File: config.mk
export PLATFORM = sky130hd
export DESIGN_NAME = ecp_port_mode_control
export DESIGN_NICKNAME = d
export VERILOG_FILES = /design/src/ecp_pkg.sv /design/src/ecp_port_mode_control.sv
export SDC_FILE = /design/constraint.sdc
export NUM_CORES = 1
export LEC_CHECK = 0
export BUFFER_PORTS_ARGS = -buffer_cell sky130_fd_sc_hd__clkbuf_2
export CAP_MARGIN = 5
export CELL_PAD_IN_SITES_DETAIL_PLACEMENT = 0
export CELL_PAD_IN_SITES_GLOBAL_PLACEMENT = 2
export CORE_AREA = 4 4 172 174
export CTS_BUF_LIST = sky130_fd_sc_hd__clkbuf_8 sky130_fd_sc_hd__clkbuf_16
export CTS_CLUSTER_SIZE = 16
export DETAILED_ROUTE_END_ITERATION = 8
export DIE_AREA = 0 0 176 178
export PLACE_DENSITY_LB_ADDON = 0.1
export SYNTH_ARGS = -nofsm -noshare
export SYNTH_HDL_FRONTEND = slang
export SYNTH_SLANG_ARGS = --single-unit
File: constraint.sdc
create_clock -name core_clk -period 6.92 [get_ports core_clk]
set_clock_uncertainty 0.1 [all_clocks]
set_input_delay 1.384 -clock core_clk [delete_from_list [all_inputs] [get_ports core_clk]]
set_output_delay 1.384 -clock core_clk [all_outputs]
set_load 0.02 [all_outputs]
File: src/ecp_pkg.sv
// constants, mode codes and handshake states of the parallel port controller
package ecp_pkg;

  localparam int CLK_PERIOD_NS = 25;
  // least data setup before the strobe, least strobe width
  localparam int SETUP_NS = 500;
  localparam int STROBE_NS = 500;
  localparam int SETUP_CYC = (SETUP_NS + CLK_PERIOD_NS - 1) / CLK_PERIOD_NS;
  localparam int STROBE_CYC = (STROBE_NS + CLK_PERIOD_NS - 1) / CLK_PERIOD_NS;

  localparam int FIFO_DEPTH = 16;

  localparam logic [10:0] OFS_DATA = 11'h000;
  localparam logic [10:0] OFS_STATUS = 11'h001;
  localparam logic [10:0] OFS_CONTROL = 11'h002;
  localparam logic [10:0] OFS_FIFO = 11'h400;
  localparam logic [10:0] OFS_CFGB = 11'h401;
  localparam logic [10:0] OFS_XCTL = 11'h402;

  localparam logic [2:0] MODE_SPP = 3'h0;
  localparam logic [2:0] MODE_PS2 = 3'h1;
  localparam logic [2:0] MODE_FIFO = 3'h2;
  localparam logic [2:0] MODE_ECP = 3'h3;
  localparam logic [2:0] MODE_EPP = 3'h4;
  localparam logic [2:0] MODE_RSVD = 3'h5;
  localparam logic [2:0] MODE_TEST = 3'h6;
  localparam logic [2:0] MODE_CFG = 3'h7;

  localparam int XCTL_MODE_LSB = 5;
  localparam int XCTL_LOW_LSB = 2;
  localparam int XCTL_FULL = 1;
  localparam int XCTL_EMPTY = 0;

  localparam int CTL_STROBE = 0;
  localparam int CTL_AUTOFD = 1;
  localparam int CTL_INIT = 2;
  localparam int CTL_SELIN = 3;
  localparam int CTL_DIR = 5;

  localparam logic [2:0] MODE_RESET = MODE_SPP;
  localparam logic [2:0] XCTL_LOW_RESET = 3'h1;
  localparam logic [5:0] CTL_RESET = 6'h00;
  localparam logic [7:0] DATA_RESET = 8'h00;
  localparam logic [7:0] CFGA_VALUE = 8'h10;
  localparam logic [7:0] CFGB_VALUE = 8'h00;

  typedef enum logic [2:0] {
    HS_IDLE,
    HS_SETUP,
    HS_STROBE,
    HS_DONE,
    HS_REV_REQ,
    HS_REV_REL
  } hs_state_e;

endpackage : ecp_pkg

File: src/ecp_port_mode_control.sv
// mode control, fifo and automatic handshakes of the extended parallel port
`timescale 1ns/1ps

module ecp_port_mode_control
  import ecp_pkg::*;
#(
  parameter int DEPTH = FIFO_DEPTH
) (
  input wire logic core_clk,
  input wire logic reset_n,
  input wire logic [10:0] ioAddr,
  input wire logic ioRd,
  input wire logic ioWr,
  input wire logic [7:0] ioWrData,
  output logic [7:0] ioRdData,
  input wire logic eppOptionEn,
  output logic eppSelected,
  input wire logic [7:0] pdIn,
  output logic [7:0] pdOut,
  output logic pdOe_n,
  input wire logic busyIn,
  input wire logic ackIn_n,
  input wire logic faultIn_n,
  input wire logic slctIn,
  input wire logic pErrorIn,
  output logic strobeOut_n,
  output logic strobeOe_n,
  output logic autoFdOut_n,
  output logic autoFdOe_n,
  output logic initOut_n,
  output logic initOe_n,
  output logic selectInOut_n,
  output logic selectInOe_n
);

  localparam int PTR_W = $clog2(DEPTH);
  localparam logic [PTR_W:0] FULL_COUNT = (PTR_W + 1)'(DEPTH);

  function automatic logic isBasic(input logic [2:0] m);
    return (m == MODE_SPP) || (m == MODE_PS2);
  endfunction : isBasic

  // pin synchronisers
  logic [7:0] pdMetaReg, pdSyncReg;
  logic [4:0] stMetaReg, stSyncReg;
  always_ff @(posedge core_clk) begin
    if (!reset_n) begin
      pdMetaReg <= 8'h00;
      pdSyncReg <= 8'h00;
      stMetaReg <= 5'h00;
      stSyncReg <= 5'h00;
    end else begin
      pdMetaReg <= pdIn;
      pdSyncReg <= pdMetaReg;
      stMetaReg <= {busyIn, ackIn_n, faultIn_n, slctIn, pErrorIn};
      stSyncReg <= stMetaReg;
    end
  end
  logic busyS, ackS_n, faultS_n, slctS, pErrS;
  assign {busyS, ackS_n, faultS_n, slctS, pErrS} = stSyncReg;

  logic [2:0] modeReg, xctlLowReg;
  logic [5:0] ctlReg;
  logic [7:0] dataReg, lastReadReg;
  logic [8:0] fifoMem [DEPTH];
  logic [PTR_W-1:0] wrPtrReg, rdPtrReg;
  logic [PTR_W:0] countReg;
  logic [6:0] rleCntReg;
  logic rleArmedReg;
  logic [7:0] rptLeftReg, rptByteReg;
  hs_state_e hsStateReg;
  logic [4:0] hsCntReg;
  logic strobeLowReg, hostAckReg, txTagReg;
  logic [7:0] txByteReg;
  logic rxValidReg, rxTagReg;
  logic [7:0] rxByteReg;

  logic fullFlag, emptyFlag, dirReg, dirEff, autoFwd, autoRev;
  logic xctlWr, modeOk, flushReq, fifoClear;
  logic [2:0] newMode;
  logic busPush, busPop, hsPop, rptPush, push, pop;
  logic [8:0] fifoHead, pushWord;

  assign fullFlag = countReg == FULL_COUNT;
  assign emptyFlag = countReg == '0;
  assign dirReg = ctlReg[CTL_DIR];
  // direction has no effect in 000 and 010
  assign dirEff = dirReg && modeReg != MODE_SPP && modeReg != MODE_FIFO;
  assign autoFwd = modeReg == MODE_FIFO || (modeReg == MODE_ECP && !dirReg);
  assign autoRev = modeReg == MODE_ECP && dirReg;

  assign xctlWr = ioWr && ioAddr == OFS_XCTL;
  assign newMode = ioWrData[XCTL_MODE_LSB +: 3];
  assign modeOk = isBasic(modeReg) || isBasic(newMode);
  // bytes caught after software stopped reading are thrown away
  assign flushReq = xctlWr && modeOk && autoRev
                    && newMode != MODE_ECP;
  assign fifoClear = modeReg == MODE_SPP || flushReq;

  // mode and extended control bits
  always_ff @(posedge core_clk) begin
    if (!reset_n) begin
      modeReg <= MODE_RESET;
      xctlLowReg <= XCTL_LOW_RESET;
    end else if (xctlWr) begin
      if (modeOk) begin
        modeReg <= newMode;
      end
      xctlLowReg <= ioWrData[XCTL_LOW_LSB +: 3];
    end
  end

  // device control and data registers
  always_ff @(posedge core_clk) begin
    if (!reset_n) begin
      ctlReg <= CTL_RESET;
      dataReg <= DATA_RESET;
    end else begin
      if (ioWr && ioAddr == OFS_CONTROL) begin
        ctlReg[4:0] <= ioWrData[4:0];
        if (modeReg == MODE_PS2) begin
          ctlReg[CTL_DIR] <= ioWrData[CTL_DIR];
        end
      end
      // offset zero is the command queue in mode 011
      if (ioWr && ioAddr == OFS_DATA && modeReg != MODE_ECP) begin
        dataReg <= ioWrData;
      end
    end
  end

  // a full fifo drops the write rather than stalling the host
  assign busPush = ioWr && !fullFlag && !autoRev && (
      (ioAddr == OFS_FIFO && (autoFwd || modeReg == MODE_TEST))
      || (ioAddr == OFS_DATA && modeReg == MODE_ECP));
  assign busPop = ioRd && ioAddr == OFS_FIFO && !emptyFlag
                  && (modeReg == MODE_TEST || autoRev);
  assign hsPop = hsStateReg == HS_IDLE && autoFwd && !emptyFlag
                 && !busyS && !fifoClear;
  assign rptPush = rptLeftReg != 8'h00 && !fullFlag;
  assign push = busPush || rptPush;
  assign pop = busPop || hsPop;
  assign fifoHead = fifoMem[rdPtrReg];
  // tag bit one is data, zero is a command byte
  assign pushWord = busPush ? {ioAddr == OFS_FIFO, ioWrData}
                            : {1'b1, rptByteReg};

  always_ff @(posedge core_clk) begin
    if (push) begin
      fifoMem[wrPtrReg] <= pushWord;
    end
  end

  always_ff @(posedge core_clk) begin
    if (!reset_n || fifoClear) begin
      wrPtrReg <= '0;
      rdPtrReg <= '0;
      countReg <= '0;
    end else begin
      if (push) begin
        wrPtrReg <= wrPtrReg + 1'b1;
      end
      if (pop) begin
        rdPtrReg <= rdPtrReg + 1'b1;
      end
      if (push && !pop) begin
        countReg <= countReg + 1'b1;
      end else if (pop && !push) begin
        countReg <= countReg - 1'b1;
      end
    end
  end

  // test mode re-reads the last byte when empty
  always_ff @(posedge core_clk) begin
    if (!reset_n) begin
      lastReadReg <= 8'h00;
    end else if (busPop) begin
      lastReadReg <= fifoHead[7:0];
    end
  end

  // reverse run-length expansion
  always_ff @(posedge core_clk) begin
    if (!reset_n || fifoClear) begin
      rleCntReg <= 7'h00;
      rleArmedReg <= 1'b0;
      rptLeftReg <= 8'h00;
      rptByteReg <= 8'h00;
    end else if (rxValidReg) begin
      if (!rxTagReg) begin
        // channel addresses are not supported in reverse
        if (!rxByteReg[7]) begin
          rleCntReg <= rxByteReg[6:0];
          rleArmedReg <= 1'b1;
        end
      end else begin
        rptByteReg <= rxByteReg;
        rptLeftReg <= rleArmedReg ? {1'b0, rleCntReg} + 8'h01
                                  : 8'h01;
        rleArmedReg <= 1'b0;
      end
    end else if (rptPush) begin
      rptLeftReg <= rptLeftReg - 8'h01;
    end
  end

  // automatic handshake engine
  always_ff @(posedge core_clk) begin
    if (!reset_n) begin
      hsStateReg <= HS_IDLE;
      hsCntReg <= 5'h00;
      strobeLowReg <= 1'b0;
      hostAckReg <= 1'b1;
      txByteReg <= 8'h00;
      txTagReg <= 1'b1;
      rxValidReg <= 1'b0;
      rxTagReg <= 1'b1;
      rxByteReg <= 8'h00;
    end else begin
      rxValidReg <= 1'b0;
      if (!autoFwd && !autoRev) begin
        // abandon any byte in flight
        hsStateReg <= HS_IDLE;
        strobeLowReg <= 1'b0;
        hostAckReg <= 1'b1;
      end else begin
        unique case (hsStateReg)
          HS_IDLE: begin
            if (hsPop) begin
              txByteReg <= fifoHead[7:0];
              txTagReg <= fifoHead[8];
              hostAckReg <= fifoHead[8];
              hsCntReg <= 5'(SETUP_CYC - 1);
              hsStateReg <= HS_SETUP;
            end else if (autoRev && !fullFlag && rptLeftReg == 8'h00
                         && !rxValidReg) begin
              hostAckReg <= 1'b0;
              hsStateReg <= HS_REV_REQ;
            end
          end
          HS_SETUP: begin
            if (hsCntReg == 5'h00) begin
              strobeLowReg <= 1'b1;
              hsCntReg <= 5'(STROBE_CYC - 1);
              hsStateReg <= HS_STROBE;
            end else begin
              hsCntReg <= hsCntReg - 5'h01;
            end
          end
          HS_STROBE: begin
            // compatible strobe is timed, ECP waits for PeriphAck
            if (modeReg == MODE_FIFO ? hsCntReg == 5'h00 : busyS) begin
              strobeLowReg <= 1'b0;
              hsStateReg <= HS_DONE;
            end else if (hsCntReg != 5'h00) begin
              hsCntReg <= hsCntReg - 5'h01;
            end
          end
          HS_DONE: begin
            if (!busyS) begin
              hsStateReg <= HS_IDLE;
            end
          end
          HS_REV_REQ: begin
            if (!ackS_n) begin
              rxByteReg <= pdSyncReg;
              rxTagReg <= busyS;
              rxValidReg <= 1'b1;
              hostAckReg <= 1'b1;
              hsStateReg <= HS_REV_REL;
            end
          end
          HS_REV_REL: begin
            if (ackS_n) begin
              hsStateReg <= HS_IDLE;
            end
          end
        endcase
      end
    end
  end

  // pin levels, registered so mode switches cannot glitch them
  logic stbLvl, afdLvl, ocMode;
  always_comb begin
    stbLvl = !ctlReg[CTL_STROBE];
    afdLvl = !ctlReg[CTL_AUTOFD];
    if (autoFwd || autoRev) begin
      stbLvl = !strobeLowReg;
      if (modeReg == MODE_ECP) begin
        afdLvl = hostAckReg;
      end
    end
    if (modeReg == MODE_RSVD) begin
      stbLvl = 1'b1;
      afdLvl = 1'b1;
    end
  end
  assign ocMode = modeReg == MODE_SPP;

  always_ff @(posedge core_clk) begin
    if (!reset_n) begin
      strobeOut_n <= 1'b1;
      strobeOe_n <= 1'b1;
      autoFdOut_n <= 1'b1;
      autoFdOe_n <= 1'b1;
      initOut_n <= 1'b0;
      initOe_n <= 1'b0;
      selectInOut_n <= 1'b1;
      selectInOe_n <= 1'b1;
      pdOut <= 8'h00;
      pdOe_n <= 1'b0;
      eppSelected <= 1'b0;
    end else begin
      strobeOut_n <= stbLvl;
      autoFdOut_n <= afdLvl;
      initOut_n <= ctlReg[CTL_INIT];
      selectInOut_n <= !ctlReg[CTL_SELIN];
      // open collector only pulls low
      strobeOe_n <= ocMode && stbLvl;
      autoFdOe_n <= ocMode && afdLvl;
      initOe_n <= ocMode && ctlReg[CTL_INIT];
      selectInOe_n <= ocMode && !ctlReg[CTL_SELIN];
      pdOut <= autoFwd ? txByteReg : dataReg;
      pdOe_n <= dirEff;
      eppSelected <= modeReg == MODE_EPP && eppOptionEn;
    end
  end

  logic [7:0] rdMux;
  always_comb begin
    case (ioAddr)
      OFS_DATA: rdMux = dirEff ? pdSyncReg : dataReg;
      OFS_STATUS: rdMux = {!busyS, ackS_n, pErrS, slctS, faultS_n, 3'h0};
      OFS_CONTROL: rdMux = {2'h0, ctlReg};
      OFS_FIFO: begin
        if (modeReg == MODE_CFG) begin
          rdMux = CFGA_VALUE;
        end else if (modeReg == MODE_TEST && emptyFlag) begin
          rdMux = lastReadReg;
        end else begin
          rdMux = fifoHead[7:0];
        end
      end
      OFS_CFGB: rdMux = (modeReg == MODE_CFG) ? CFGB_VALUE : 8'h00;
      OFS_XCTL: rdMux = {modeReg, xctlLowReg, fullFlag, emptyFlag};
      default: rdMux = 8'h00;
    endcase
  end

  always_ff @(posedge core_clk) begin
    if (!reset_n) begin
      ioRdData <= 8'h00;
    end else if (ioRd) begin
      ioRdData <= rdMux;
    end
  end
endmodule : ecp_port_mode_control

## Word-level counts from Yosys, hierarchy flattened

Memory sizes are Yosys's and may differ from the RTL's. A register that Yosys moved wholly into a read port is not among the register bits.
Index checks and enable logic that the tools add are counted.

- Flip-flop bits (word level): 145
- Bits in writable memories: 144
- Bits of input ports: 37
- Output and inout bits: 26
- Logic and storage cells: 220
- Memories kept: 1

Memories:

| memory | words | width | rd ports | clocked after memory_dff | write ports | RTL line | source |
|---|---|---|---|---|---|---|---|
| fifoMem | 16 | 9 | 1 | 1 | 1 | ecp_port_mode_control.sv:65 | `logic [8:0] fifoMem [DEPTH];` |

- $add $sub $neg: 7
- Equality and inequality tests: 32
- Muxes and demuxes: 45
- Bitwise gates (word level): 6
- Reduce and logical (&&, ||, !) cells: 92

Operators by type and width:

| kind | count |
|---|---|
| $mux 8 | 8 |
| $pmux 8 s5 | 1 |
| $logic_and 1x1->1 | 36 |
| $mux 5 | 6 |
| $eq 11x11->1 const B | 2 |
| $mux 3 | 7 |
| $eq 3x3->1 const B | 6 |
| $ne 2x2->1 const B | 9 |
| $pmux 3 s6 | 1 |
| $mux 1 | 16 |
| $logic_not 1->1 | 15 |
| $pmux 5 s3 | 1 |
| $reduce_and 3->1 | 5 |
| $eq 3x2->1 const B | 4 |
| $logic_or 1x1->1 | 12 |
| $ne 3x2->1 const B | 4 |
| $eq 11x1->1 const B | 1 |
| $eq 11x2->1 const B | 1 |
| $logic_not 11->1 | 1 |
| $logic_not 5->1 | 2 |
| $reduce_and 2->1 | 5 |
| $sub 5x1->5 const B | 2 |
| $eq 3x1->1 const B | 3 |
| $logic_not 3->1 | 3 |
| 19 further kinds | 31 |

## Logic depth before layout (Yosys ltp)

Gate-level depths: netlist of run 1.

- Depth after elaboration: 13
- Depth in mapped cells: 15
- Depth with buffers taken out: 14

## Worst setup path before layout of run 1

Ideal clock, no wire load.

- Kind: input-to-reg
- Start point: in ioAddr[3]
- End point: reg countReg[4]
- Library setup time: 0.070 ns
- Arrival time: 3.795 ns
- Required time: 6.750 ns
- Setup slack: 2.955 ns
- Stages: 13
- Buffers on the path: 1
- Path through: nor4_2 > nand3_1 > o21ai_1 > and2_1 > buf_2 > ha_1 > inv_1 > fa_1 > a21o_1 > a21oi_1 > xnor2_1 > or3_1 > a21oi_1

- Elaborated cells on any way between the ends: 26
- Classes of those cells: eq/ne: 2; mux: 1; reduce/logical: 23

RTL lines:

| element | RTL line | source |
|---|---|---|
| start: declaration | ecp_port_mode_control.sv:11 | `input wire logic [10:0] ioAddr,` |
| $eq 11x11->1 or $logic_not 11->1 (tied branches) | ecp_port_mode_control.sv:134, ecp_port_mode_control.sv:135 |  |
| $logic_and 1x1->1, on equally long branches | ecp_port_mode_control.sv:134, ecp_port_mode_control.sv:135 |  |
| $logic_or 1x1->1 * | ecp_port_mode_control.sv:135 | `\|\| (ioAddr == OFS_DATA && modeReg == MODE_ECP));` |
| $logic_and 1x1->1 * | ecp_port_mode_control.sv:133 | `assign busPush = ioWr && !fullFlag && !autoRev && (` |
| $logic_or 1x1->1 * | ecp_port_mode_control.sv:141 | `assign push = busPush \|\| rptPush;` |
| via push | ecp_port_mode_control.sv:81 | `logic busPush, busPop, hsPop, rptPush, push, pop;` |
| $logic_not 1->1 | ecp_port_mode_control.sv:168 | `end else if (pop && !push) begin` |
| $logic_and 1x1->1 | ecp_port_mode_control.sv:168 |  |
| $reduce_bool 2->1 (no source line) | -- |  |
| end signal: assignment | ecp_port_mode_control.sv:167 | `countReg <= countReg + 1'b1;` |
| end signal: assignment | ecp_port_mode_control.sv:169 | `countReg <= countReg - 1'b1;` |
| end: declaration | ecp_port_mode_control.sv:67 | `logic [PTR_W:0] countReg;` |

The timed path passes the listed nets; every way through them passes the cells marked *.
A chain may end at the register's enable or synchronous reset.

## Final worst setup path of run 1

- Start point: in ioAddr[3]
- End point: reg countReg[4]

- Word-level cells in the longest chain between the ends: 12
- Elaborated cells on any way between the ends: 26
- Classes of those cells: eq/ne: 2; mux: 1; reduce/logical: 23

RTL lines:

| element | RTL line | source |
|---|---|---|
| $eq 11x11->1 | ecp_port_mode_control.sv:92 | `assign xctlWr = ioWr && ioAddr == OFS_XCTL;` |
| $logic_and 1x1->1 | ecp_port_mode_control.sv:92 |  |
| $logic_and 1x1->1 (2 in series) | ecp_port_mode_control.sv:96 | `assign flushReq = xctlWr && modeOk && autoRev` |
| $logic_and 1x1->1 | ecp_port_mode_control.sv:97 | `&& newMode != MODE_ECP;` |
| $logic_or 1x1->1 | ecp_port_mode_control.sv:98 | `assign fifoClear = modeReg == MODE_SPP \|\| flushReq;` |
| $logic_not 1->1 | ecp_port_mode_control.sv:139 | `&& !busyS && !fifoClear;` |
| $logic_and 1x1->1 | ecp_port_mode_control.sv:139 |  |
| $logic_or 1x1->1 | ecp_port_mode_control.sv:142 | `assign pop = busPop \|\| hsPop;` |
| $logic_not 1->1 | ecp_port_mode_control.sv:166 | `if (push && !pop) begin` |
| $logic_and 1x1->1 | ecp_port_mode_control.sv:166 |  |
| $mux 5 or $reduce_bool 2->1 (tied branches) | -- |  |

Several ways; a longest one is shown, not always the timed one.

==> reports/results.tsv, run 1 <==
metric	value	unit
maxCapViolCount	0	
port_buffers	62	
drc_errors	0	
tritoncts	done	
setup_slack	2.87	ns
initial_utilization	44.6	%
worst_skew_pair.late_latency	0.52	ns
grt_pass1_vias	7869	
slew_violations	0	
place_area	13100	µm²
syn_avg_cell_area	11.9	µm²
fin_setup_tns	0	ns
total_leakage_power	4.79	nW
worstPathRequired	7.27	ns
drive_gt1_share	18.4	%
synthSimpleGateAreaFrac	14.7	%
ys_ff_latch	293	
core-area	27800	µm²
postLayoutCellArea	14300	µm²
cpPeakStageDelay	0.43	ns
pre_cts_ws	2.32	ns
setup_viol	0	
total_power	3.78	mW
ir_worst_vdd	196	µV
path_buf_inv	2	
timing.fmax	0.247	GHz
antenna_found_initial	0	
clkTransAtPathRegs	0.06	ns
clockRootBuffer	clkbuf_16	
cts_setup_buffers	0	
cp-start-kind	input port	
vias	8213	
vias_per_cell	5.48	
drt_wl_total	31900	µm
synth_edf_count	144	
dr.pass1.iters	5	
dieArea	31300	µm²
rsz0062_at_grt	false	
hold_violations	0	
slowest_stage	nor4_2	
synth_compound_area_share	9.51	%
grt_max_degree	49	
hold_path.class	register to register	
syn_to_final_growth	15.3	%
yosys.area_share.xor_xnor	1.06	%
cts_made_buffers	34	
final_util	51.5	%
syn_inst	1038	
synthArstFlopShare	0	%
critPathMaxFanout	7	
yosysUniqueCellTypes	66	
gp_congestion	0.850	
maxSlewHeadroom	27.5	%
pin_count	63	
seq_area_frac_synth	58.9	%
synth_top_flop_cell	dfxtp_1	
synthAdderAreaFrac	1.47	%
die_w	176	µm
rows	61	
drtIter0Drc	678	
synth_nets	1089	
critPathCaptureType	register	
hold_buffers	0	
grt_pass1_wl	49000	µm
grt_usage	20.5	%
ctsResizeCount	0	
tightest_slew	1.09	ns
fin_nets	1146	
cts_max_path_buffers	3	
netlist_area	12400	µm²
run_status	complete, no violations	
period_minus_slack	4.05	ns
die_y	178	µm
critPathMostFrequentCell	a21oi_1	
critical_path_class	input port to register	
dpl.hpwl	22500	µm
powerDensity	265	nW/µm²
synth_top_family_by_area	simple AND/OR/NAND/NOR gates	
cp_cell_sequence	clkbuf_2 > nor4_2 > nand3_1 > o21ai_1 > and2_1 > ha_1 > inv_1 > fa_1 > a21o_1 > a21oi_1 > xnor2_1 > or3_1 > a21oi_1	
htreeDepth	2	
antenna_cells	0	
period_share	58.6	%
globalRouteOverflowTotal	0	
synthMuxAreaShare	11.5	%
wl_per_cell	21.3	µm
fill_cells	2504	
cp_top_family	simple AND/OR/NAND/NOR gates	
drt.antenna.violating_nets	0	
clock_sinks	293	
ys_warn_count	0	
crit_arrival	4.40	ns
==> metrics by stage <==
step | std cells | hold slack (ns)
after CTS | 1498 | 0.327
after global routing | 1498 | 0.348
after floorplan | 1038 | 0.278
final | 1498 | 0.326
after detailed placement | 1437 | 0.318
after global placement | 1437 | 0.315
==> metal layers <==
layer / vias up / share of wire, % / track usage (%)
met4: 0 / 2.7 / 6.08
met5: - / 0 / 0
met1: 4002 / 45 / 28.8
met2: 242 / 46 / 32.9
met3: 48 / 5.7 / 3.60
li1: 3921 / - / -
==> registers in the layout, indices dropped and copies added (netlist names), 6 cells and up, named ones only <==
register	cells
lastReadReg	8
pdSyncReg	8
ioRdData	8
rleCntReg	7
pdOut	8
rptLeftReg	8
ctlReg	6
txByteReg	8
dataReg	8
fifoMem	144
rptByteReg	8
pdMetaReg	8
rxByteReg	8
==> cells by family after synthesis <==
family          after synthesis
compound gates              190
xor+xnor                     15
fa+ha+maj                    14
buf+inv                      80
flops                       293
mux                         101
simple gates                345
==> cell type report <==
class	instances	area [µm²]	area share, %
clock buffer	40	933	6.53
clock inverter	21	310	2.17
inverter	22	82.6	0.577
multi-input combinational	665	4750	33.2
sequential	293	7310	51.1
tap	378	473	3.31
timing repair buffer	79	438	3.06
==> worst paths after layout <==
check,from,end,slack (ns),cells past startpoint
setup / recovery,ioAddr[3],countReg[4],2.87,13
hold / removal,pdMetaReg[3],pdSyncReg[3],0.33,1
hold reg to reg,pdMetaReg[3],pdSyncReg[3],0.33,1
setup reg to reg,modeReg[2],countReg[4],3.37,12
==> synth_stat cells (15+ instances only) <==
| cell | number | area [µm²] |
|---|---|---|
| clkbuf_1 | 28 | 105 |
| nor2_1 | 96 | 360 |
| dfxtp_1 | 149 | 2980 |
| mux4_2 | 32 | 721 |
| mux2i_1 | 54 | 541 |
| edfxtp_1 | 144 | 4320 |
| buf_2 | 16 | 80.1 |
| nor2b_1 | 15 | 93.8 |
| nand2_1 | 100 | 375 |
| o22ai_1 | 18 | 113 |
| o21ai_0 | 37 | 185 |
| inv_1 | 21 | 78.8 |
| nand3_1 | 17 | 85.1 |
| and2_1 | 34 | 213 |
| a21oi_1 | 65 | 325 |
| mux2_2 | 15 | 169 |
==> cells in the final DEF, fill, tap and decap left out, types with 6 or more instances in the layout <==
master,instances
buf_4,17
nor4_4,6
nor2_1,96
mux2i_1,54
mux2_2,15
and3_1,9
nand2_1,100
nand3_1,17
a31oi_1,14
and2_1,34
edfxtp_1,144
nor2b_1,15
o21ai_0,37
bufinv_16,6
nand2b_1,12
o22ai_1,18
dfxtp_1,147
mux4_2,32
xor2_1,11
clkbuf_8,6
inv_1,23
a22oi_1,10
nor3_1,11
clkbuf_16,34
or3_1,6
ha_1,13
clkbuf_2,62
a21oi_1,65
==> power by group <==
part	switching [mW]	internal, mW	total (mW)
logic	0.0296	0.0163	0.0459
clock network	0.722	1.20	1.92
registers	0.00469	1.81	1.81
total	0.756	3.03	3.78
No activity file was read; power rests on OpenSTA's default activity.
==> run 2, diff against run 1 <==
--- a/config.mk
+++ b/config.mk
@@ -9,11 +9,11 @@
 export CAP_MARGIN = 5
 export CELL_PAD_IN_SITES_DETAIL_PLACEMENT = 0
 export CELL_PAD_IN_SITES_GLOBAL_PLACEMENT = 2
-export CORE_AREA = 4 4 172 174
+export CORE_AREA = 4 4 186 188
 export CTS_BUF_LIST = sky130_fd_sc_hd__clkbuf_8 sky130_fd_sc_hd__clkbuf_16
 export CTS_CLUSTER_SIZE = 16
 export DETAILED_ROUTE_END_ITERATION = 8
-export DIE_AREA = 0 0 176 178
+export DIE_AREA = 0 0 190 192
 export PLACE_DENSITY_LB_ADDON = 0.1
 export SYNTH_ARGS = -nofsm -noshare
 export SYNTH_HDL_FRONTEND = slang
==> constraint.sdc (replaced) <==
create_clock -name core_clk -period 3.6 [get_ports core_clk]
set_clock_uncertainty 0.1 [all_clocks]
set_input_delay 0.72 -clock core_clk [delete_from_list [all_inputs] [get_ports core_clk]]
set_output_delay 0.72 -clock core_clk [all_outputs]
set_load 0.02 [all_outputs]
==> run 2 against run 1 <==
Against the previous run:
- core utilization decreased by 7.3 points
- die area rose by 16%
- clock-buffer cell count is 1 lower
- critical path depth fell by 1
- wire length up 4.9%
- non-clock buffer count rose by 43
- critical path type is now register to register
- critical endpoint unchanged
==> reports/results.tsv, run 2 (synthesis gave the netlist of run 1 again) <==
metric	value	unit	change
r2r_cells	12		unchanged
initial_utilization	37.5	%	-7.2 points
cts_setup_buffers	0		unchanged
cts_max_path_buffers	3		unchanged
tritoncts	done		
final_util	44.2	%	-7.3 points
dieArea	36500	µm²	+16%
hold_buffers	0		unchanged
drc_errors	0		unchanged
total_power	7.06	mW	+87%
rows	67		+9.8%
timing.fmax	0.307	GHz	
timing.rr.start	modeReg[0]		
drt_wl_total	33500	µm	+4.9%
gp_congestion	0.786		-7.6%
drtIter0Drc	555		-18%
cts_made_buffers	35		+2.9%
worstPathRequired	3.95	ns	-3.32 ns
fin_nets	1190		+3.8%
die_y	192	µm	+7.9%
hold_violations	0		unchanged
hold_path.class	input port to register		
pin_count	63		unchanged
wl_per_cell	20.8	µm	-2.4%
period_minus_slack	3.26	ns	
antenna_found_initial	0		unchanged
seqCellArea	7310	µm²	unchanged
tightest_slew	0.784	ns	-0.301 ns
total_leakage_power	4.97	nW	+3.9%
critPathCapture	countReg[4]		
core-area	33100	µm²	+19%
maxSlewHeadroom	47.7	%	+20 points
rsz0062_at_grt	false		
htreeDepth	2		unchanged
port_buffers	62		unchanged
critical_path_class	register to register		
drive_gt1_share	21.0	%	+2.6 points
maxCapViolCount	0		unchanged
final_cell_mix	dfxtp_1 (147), edfxtp_1 (144), nand2_1 (100), nor2_1 (96), a21oi_1 (65)		
layout.cells.most_common	dfxtp_1		
critPathCaptureType	register		
setup_viol	0		unchanged
antenna_cells	0		unchanged
critPathMaxFanout	12		+5
powerDensity	483	nW/µm²	+83%
cp-start-kind	register		
period_share	90.5	%	
drt.antenna.violating_nets	0		unchanged
worstSetupStartpoint	modeReg[0]		
clock_sinks	293		unchanged
fill_cells	3140		+25%
dr.pass1.iters	4		-1
die_w	190	µm	+8.0%
clockRootBuffer	clkbuf_16		
ctsResizeCount	0		unchanged
grt_max_degree	39		-20%
run_status	complete, no violations		
grt_usage	18.3	%	-2.3 points
largest_register_ff_count	144		unchanged
vias	8241		+0.34%
slew_violations	0		unchanged
r2r_end	countReg[4]		
multi_input_area	4760	µm²	+0.18%
top_register	fifoMem		
syn_to_final_growth	17.9	%	
grt_pass1_vias	8287		+5.3%
worst_skew_pair.late_latency	0.51	ns	about the same
dpl.hpwl	23900	µm	+6.4%
grt_pass1_wl	51000	µm	+4.1%
clkTransAtPathRegs	0.06	ns	about the same
r2r_slack	0.34	ns	-3.03 ns
crit_arrival	3.60	ns	-0.80 ns
ir_worst_vdd	402	µV	+100%
min_path_cells	2		+1
globalRouteOverflowTotal	0		unchanged
vias_per_cell	5.12		-6.7%
-- run 2: power by group --
group / switching [mW] / internal (mW) / total (mW)
clock network: 1.39 / 2.09 / 3.48
logic: 0.0602 / 0.0365 / 0.0968
registers: 0.00858 / 3.48 / 3.49
-- run 2: per-layer routing --
metal | wire length [µm] | part of all wire, % | vias to the layer above | track usage, %
met1 | 15700 | 47 | 4029 | 25.0
li1 | - | - | 4016 | -
met3 | 1150 | 3.4 | 54 | 2.64
met2 | 15800 | 47 | 142 | 30.4
met5 | 0 | 0 | - | 0
met4 | 876 | 2.6 | 0 | 5.15
-- run 2: worst min path at each step --
stage / startpoint / endpoint
floorplan: ctlReg[3] / selectInOut_n
finish: busyIn / stMetaReg[4]
global route: pdIn[4] / pdMetaReg[4]
detailed placement: ctlReg[3] / selectInOut_n
global placement: ctlReg[3] / selectInOut_n
CTS: pdIn[5] / pdMetaReg[5]
-- run 2: worst max-delay path, cell delays in order, from the launching register on --
cell	delay (ns)
dfxtp_1	0.54
nor3b_1	0.23
o21ai_0	0.16
o21ai_1	0.36
and2_1	0.21
ha_1	0.18
inv_1	0.10
fa_1	0.41
a21o_1	0.18
a21oi_1	0.17
xnor2_1	0.09
or3_1	0.30
a21oi_1	0.14
-- run 2: area by class of cell --
type / instances / area share [%]
inverter: 22 / 0.565
timing repair buffer: 122 / 5.29
clock inverter: 22 / 1.34
sequential: 293 / 50.0
multi-input combinational: 665 / 32.6
clock buffer: 39 / 6.44
tap: 448 / 3.83
-- run 2: through the flow --
stage | setup TNS, ns | hold slack [ns] | cells | instance area, µm² | setup WS (ns)
floorplan | 0 | 0.278 | 1038 | 12400 | 0.299
global placement | 0 | 0.312 | 1550 | 13500 | 0.0541
detailed placement | -0.0276 | 0.310 | 1550 | 13500 | -0.0276
CTS | 0 | 0.293 | 1611 | 14600 | 0.341
global route | 0 | 0.301 | 1611 | 14600 | 0.164
finish | 0 | 0.312 | 1611 | 14600 | 0.342
==> run 3, diff against run 2 <==
--- a/config.mk
+++ b/config.mk
@@ -9,11 +9,11 @@
 export CAP_MARGIN = 5
 export CELL_PAD_IN_SITES_DETAIL_PLACEMENT = 0
 export CELL_PAD_IN_SITES_GLOBAL_PLACEMENT = 2
-export CORE_AREA = 4 4 186 188
+export CORE_AREA = 4 4 221 159
 export CTS_BUF_LIST = sky130_fd_sc_hd__clkbuf_8 sky130_fd_sc_hd__clkbuf_16
 export CTS_CLUSTER_SIZE = 16
 export DETAILED_ROUTE_END_ITERATION = 8
-export DIE_AREA = 0 0 190 192
+export DIE_AREA = 0 0 225 163
 export PLACE_DENSITY_LB_ADDON = 0.1
 export SYNTH_ARGS = -nofsm -noshare
 export SYNTH_HDL_FRONTEND = slang
==> run 3 against run 2 <==
Against the previous run:
- sequential share of layout area rose by 0.70 points
- sequential cell count did not move
- clock power fell by 13%
- sequential power barely moved
- final area fell by 1.4%
- critical path depth rose by 1
- global-route usage rose by 0.86 points
==> reports/results.tsv, run 3 (synthesis gave the netlist of run 1 again) <==
metric	value	unit	change
run_status	complete, no violations		
largest_register_ff_count	144		unchanged
final_cell_mix	dfxtp_1 (147), edfxtp_1 (144), nand2_1 (100), nor2_1 (96), a21oi_1 (65)		
port_buffers	62		unchanged
critPathMaxFanout	7		-5
grt_usage	19.1	%	+0.86 points
period_share	92.3	%	+1.8 points
total_power	6.61	mW	-6.4%
setup_viol	0		unchanged
hold_path.class	input port to register		
cts_setup_buffers	0		unchanged
rsz0062_at_grt	false		
hold_violations	0		unchanged
fill_cells	3110		-0.96%
cpPeakStageDelay	0.39	ns	-0.15 ns
slew_violations	0		unchanged
top_register	fifoMem		
maxCapViolCount	0		unchanged
cts_made_buffers	30		-14%
timing.rr.start	countReg[0]		
worstSetupStartpoint	countReg[0]		
vias	8378		+1.7%
gp_congestion	0.808		+2.9%
drt_wl_total	35000	µm	+4.5%
grt_pass1_vias	8148		-1.7%
antenna_found_initial	0		unchanged
fin_nets	1185		-0.42%
holdCritStartpoint	pErrorIn		
grt_pass1_wl	53100	µm	+4.1%
maxSlewHeadroom	42.5	%	-5.2 points
slowest_stage	fa_1		
critPathMostFrequentCell	a21oi_1		
critical_path_class	register to register		
layout.cells.most_common	dfxtp_1		
initial_utilization	37.6	%	+0.13 points
rows	56		-16%
globalRouteOverflowTotal	0		unchanged
antenna_cells	0		unchanged
tightest_slew	0.856	ns	+0.0718 ns
cp_cell_sequence	nor4_4 > nor2b_1 > buf_4 > nor4b_4 > nor2_2 > ha_1 > inv_1 > fa_1 > a21o_1 > a21oi_1 > xnor2_1 > or3_1 > a21oi_1		
worst_skew_pair.late_latency	0.57	ns	+0.06 ns
drtIter0Drc	584		+5.2%
dpl.hpwl	25400	µm	+6.3%
syn_to_final_growth	16.3	%	
total_leakage_power	4.89	nW	-1.7%
drive_gt1_share	20.1	%	-0.86 points
dr.pass1.iters	5		+1
clkTransAtPathRegs	0.06	ns	about the same
vias_per_cell	5.26		+2.8%
clock_sinks	293		unchanged
core-area	33000	µm²	-0.34%
pin_count	63		unchanged
worstPathRequired	3.99	ns	+0.04 ns
clockRootBuffer	clkbuf_16		
dieArea	36700	µm²	+0.53%
htreeDepth	1		-1
drc_errors	0		unchanged
die_w	225	µm	+18%
powerDensity	458	nW/µm²	-5.1%
die_y	163	µm	-15%
drt.antenna.violating_nets	0		unchanged
period_minus_slack	3.32	ns	+0.0636 ns
cp-start-kind	register		
grt_max_degree	44		+13%
fin_setup_tns	0	ns	unchanged
tritoncts	done		
crit_arrival	3.71	ns	+0.11 ns
cts_max_path_buffers	3		unchanged
critPathCaptureType	register		
timing.fmax	0.301	GHz	-1.9%
hold_buffers	0		unchanged
ctsResizeCount	0		unchanged
ir_worst_vdd	333	µV	-17%
wl_per_cell	22.0	µm	+5.7%
## run 3: changes by cell type in the layout (fill, tap and decap cells not counted), moves of 2 or more
cell,change
clkinvlp_2,+2
clkinv_1,+2
clkinv_2,-3
clkbuf_16,-5
inv_1,+3
## run 3: final cells by class
class | count | area, µm² | share of cell area (%)
multi-input combinational | 665 | 4760 | 33.0
clock inverter | 23 | 155 | 1.08
sequential | 293 | 7310 | 50.7
timing repair buffer | 122 | 773 | 5.36
inverter | 22 | 82.6 | 0.572
clock buffer | 33 | 803 | 5.57
tap | 435 | 544 | 3.77
## run 3: final timing paths
| path | endpoint | slack, ns | cells past startpoint |
|---|---|---|---|
| min | stMetaReg[0] | 0.26 | 2 |
| min reg2reg | pdSyncReg[3] | 0.33 | 1 |
| max | countReg[4] | 0.28 | 13 |
| max reg2reg | countReg[4] | 0.28 | 13 |
## run 3: routing by layer
layer / share of wire (%) / GRT usage (%) / vias to the layer above
met3: 4.2 / 2.95 / 37
met4: 2.0 / 3.90 / 0
met2: 40 / 25.8 / 163
met5: 0 / 0 / -
met1: 54 / 31.8 / 4165
li1: - / - / 4013
## run 3: stage by stage
| stage | util (%) | area [µm²] | hold WS [ns] | worst slack [ns] | instances |
|---|---|---|---|---|---|
| floorplan | - | 12400 | 0.278 | 0.299 | 1038 |
| global placement | 40.8 | 13500 | 0.317 | 0.0893 | 1537 |
| detailed placement | 40.8 | 13500 | 0.318 | 0.0476 | 1537 |
| CTS | 43.7 | 14400 | 0.228 | 0.239 | 1593 |
| global route | 43.7 | 14400 | 0.250 | 0.0101 | 1593 |
| finish | 43.7 | 14400 | 0.258 | 0.279 | 1593 |
## run 3: power breakdown
part	internal (mW)	total [mW]	switching (mW)
clock network	1.73	3.02	1.29
logic	0.0366	0.0993	0.0627
registers	3.48	3.49	0.0104
total	5.25	6.61	1.37
## run 3: worst max-delay path: cells and delay by family (launching register included)
| family | cells | cell delay, ns |
|---|---|---|
| xor+xnor | 1 | 0.09 |
| simple gates | 5 | 1.23 |
| fa+ha+maj | 2 | 0.63 |
| compound gates | 3 | 0.47 |
| flops | 1 | 0.38 |
| buf+inv | 2 | 0.33 |
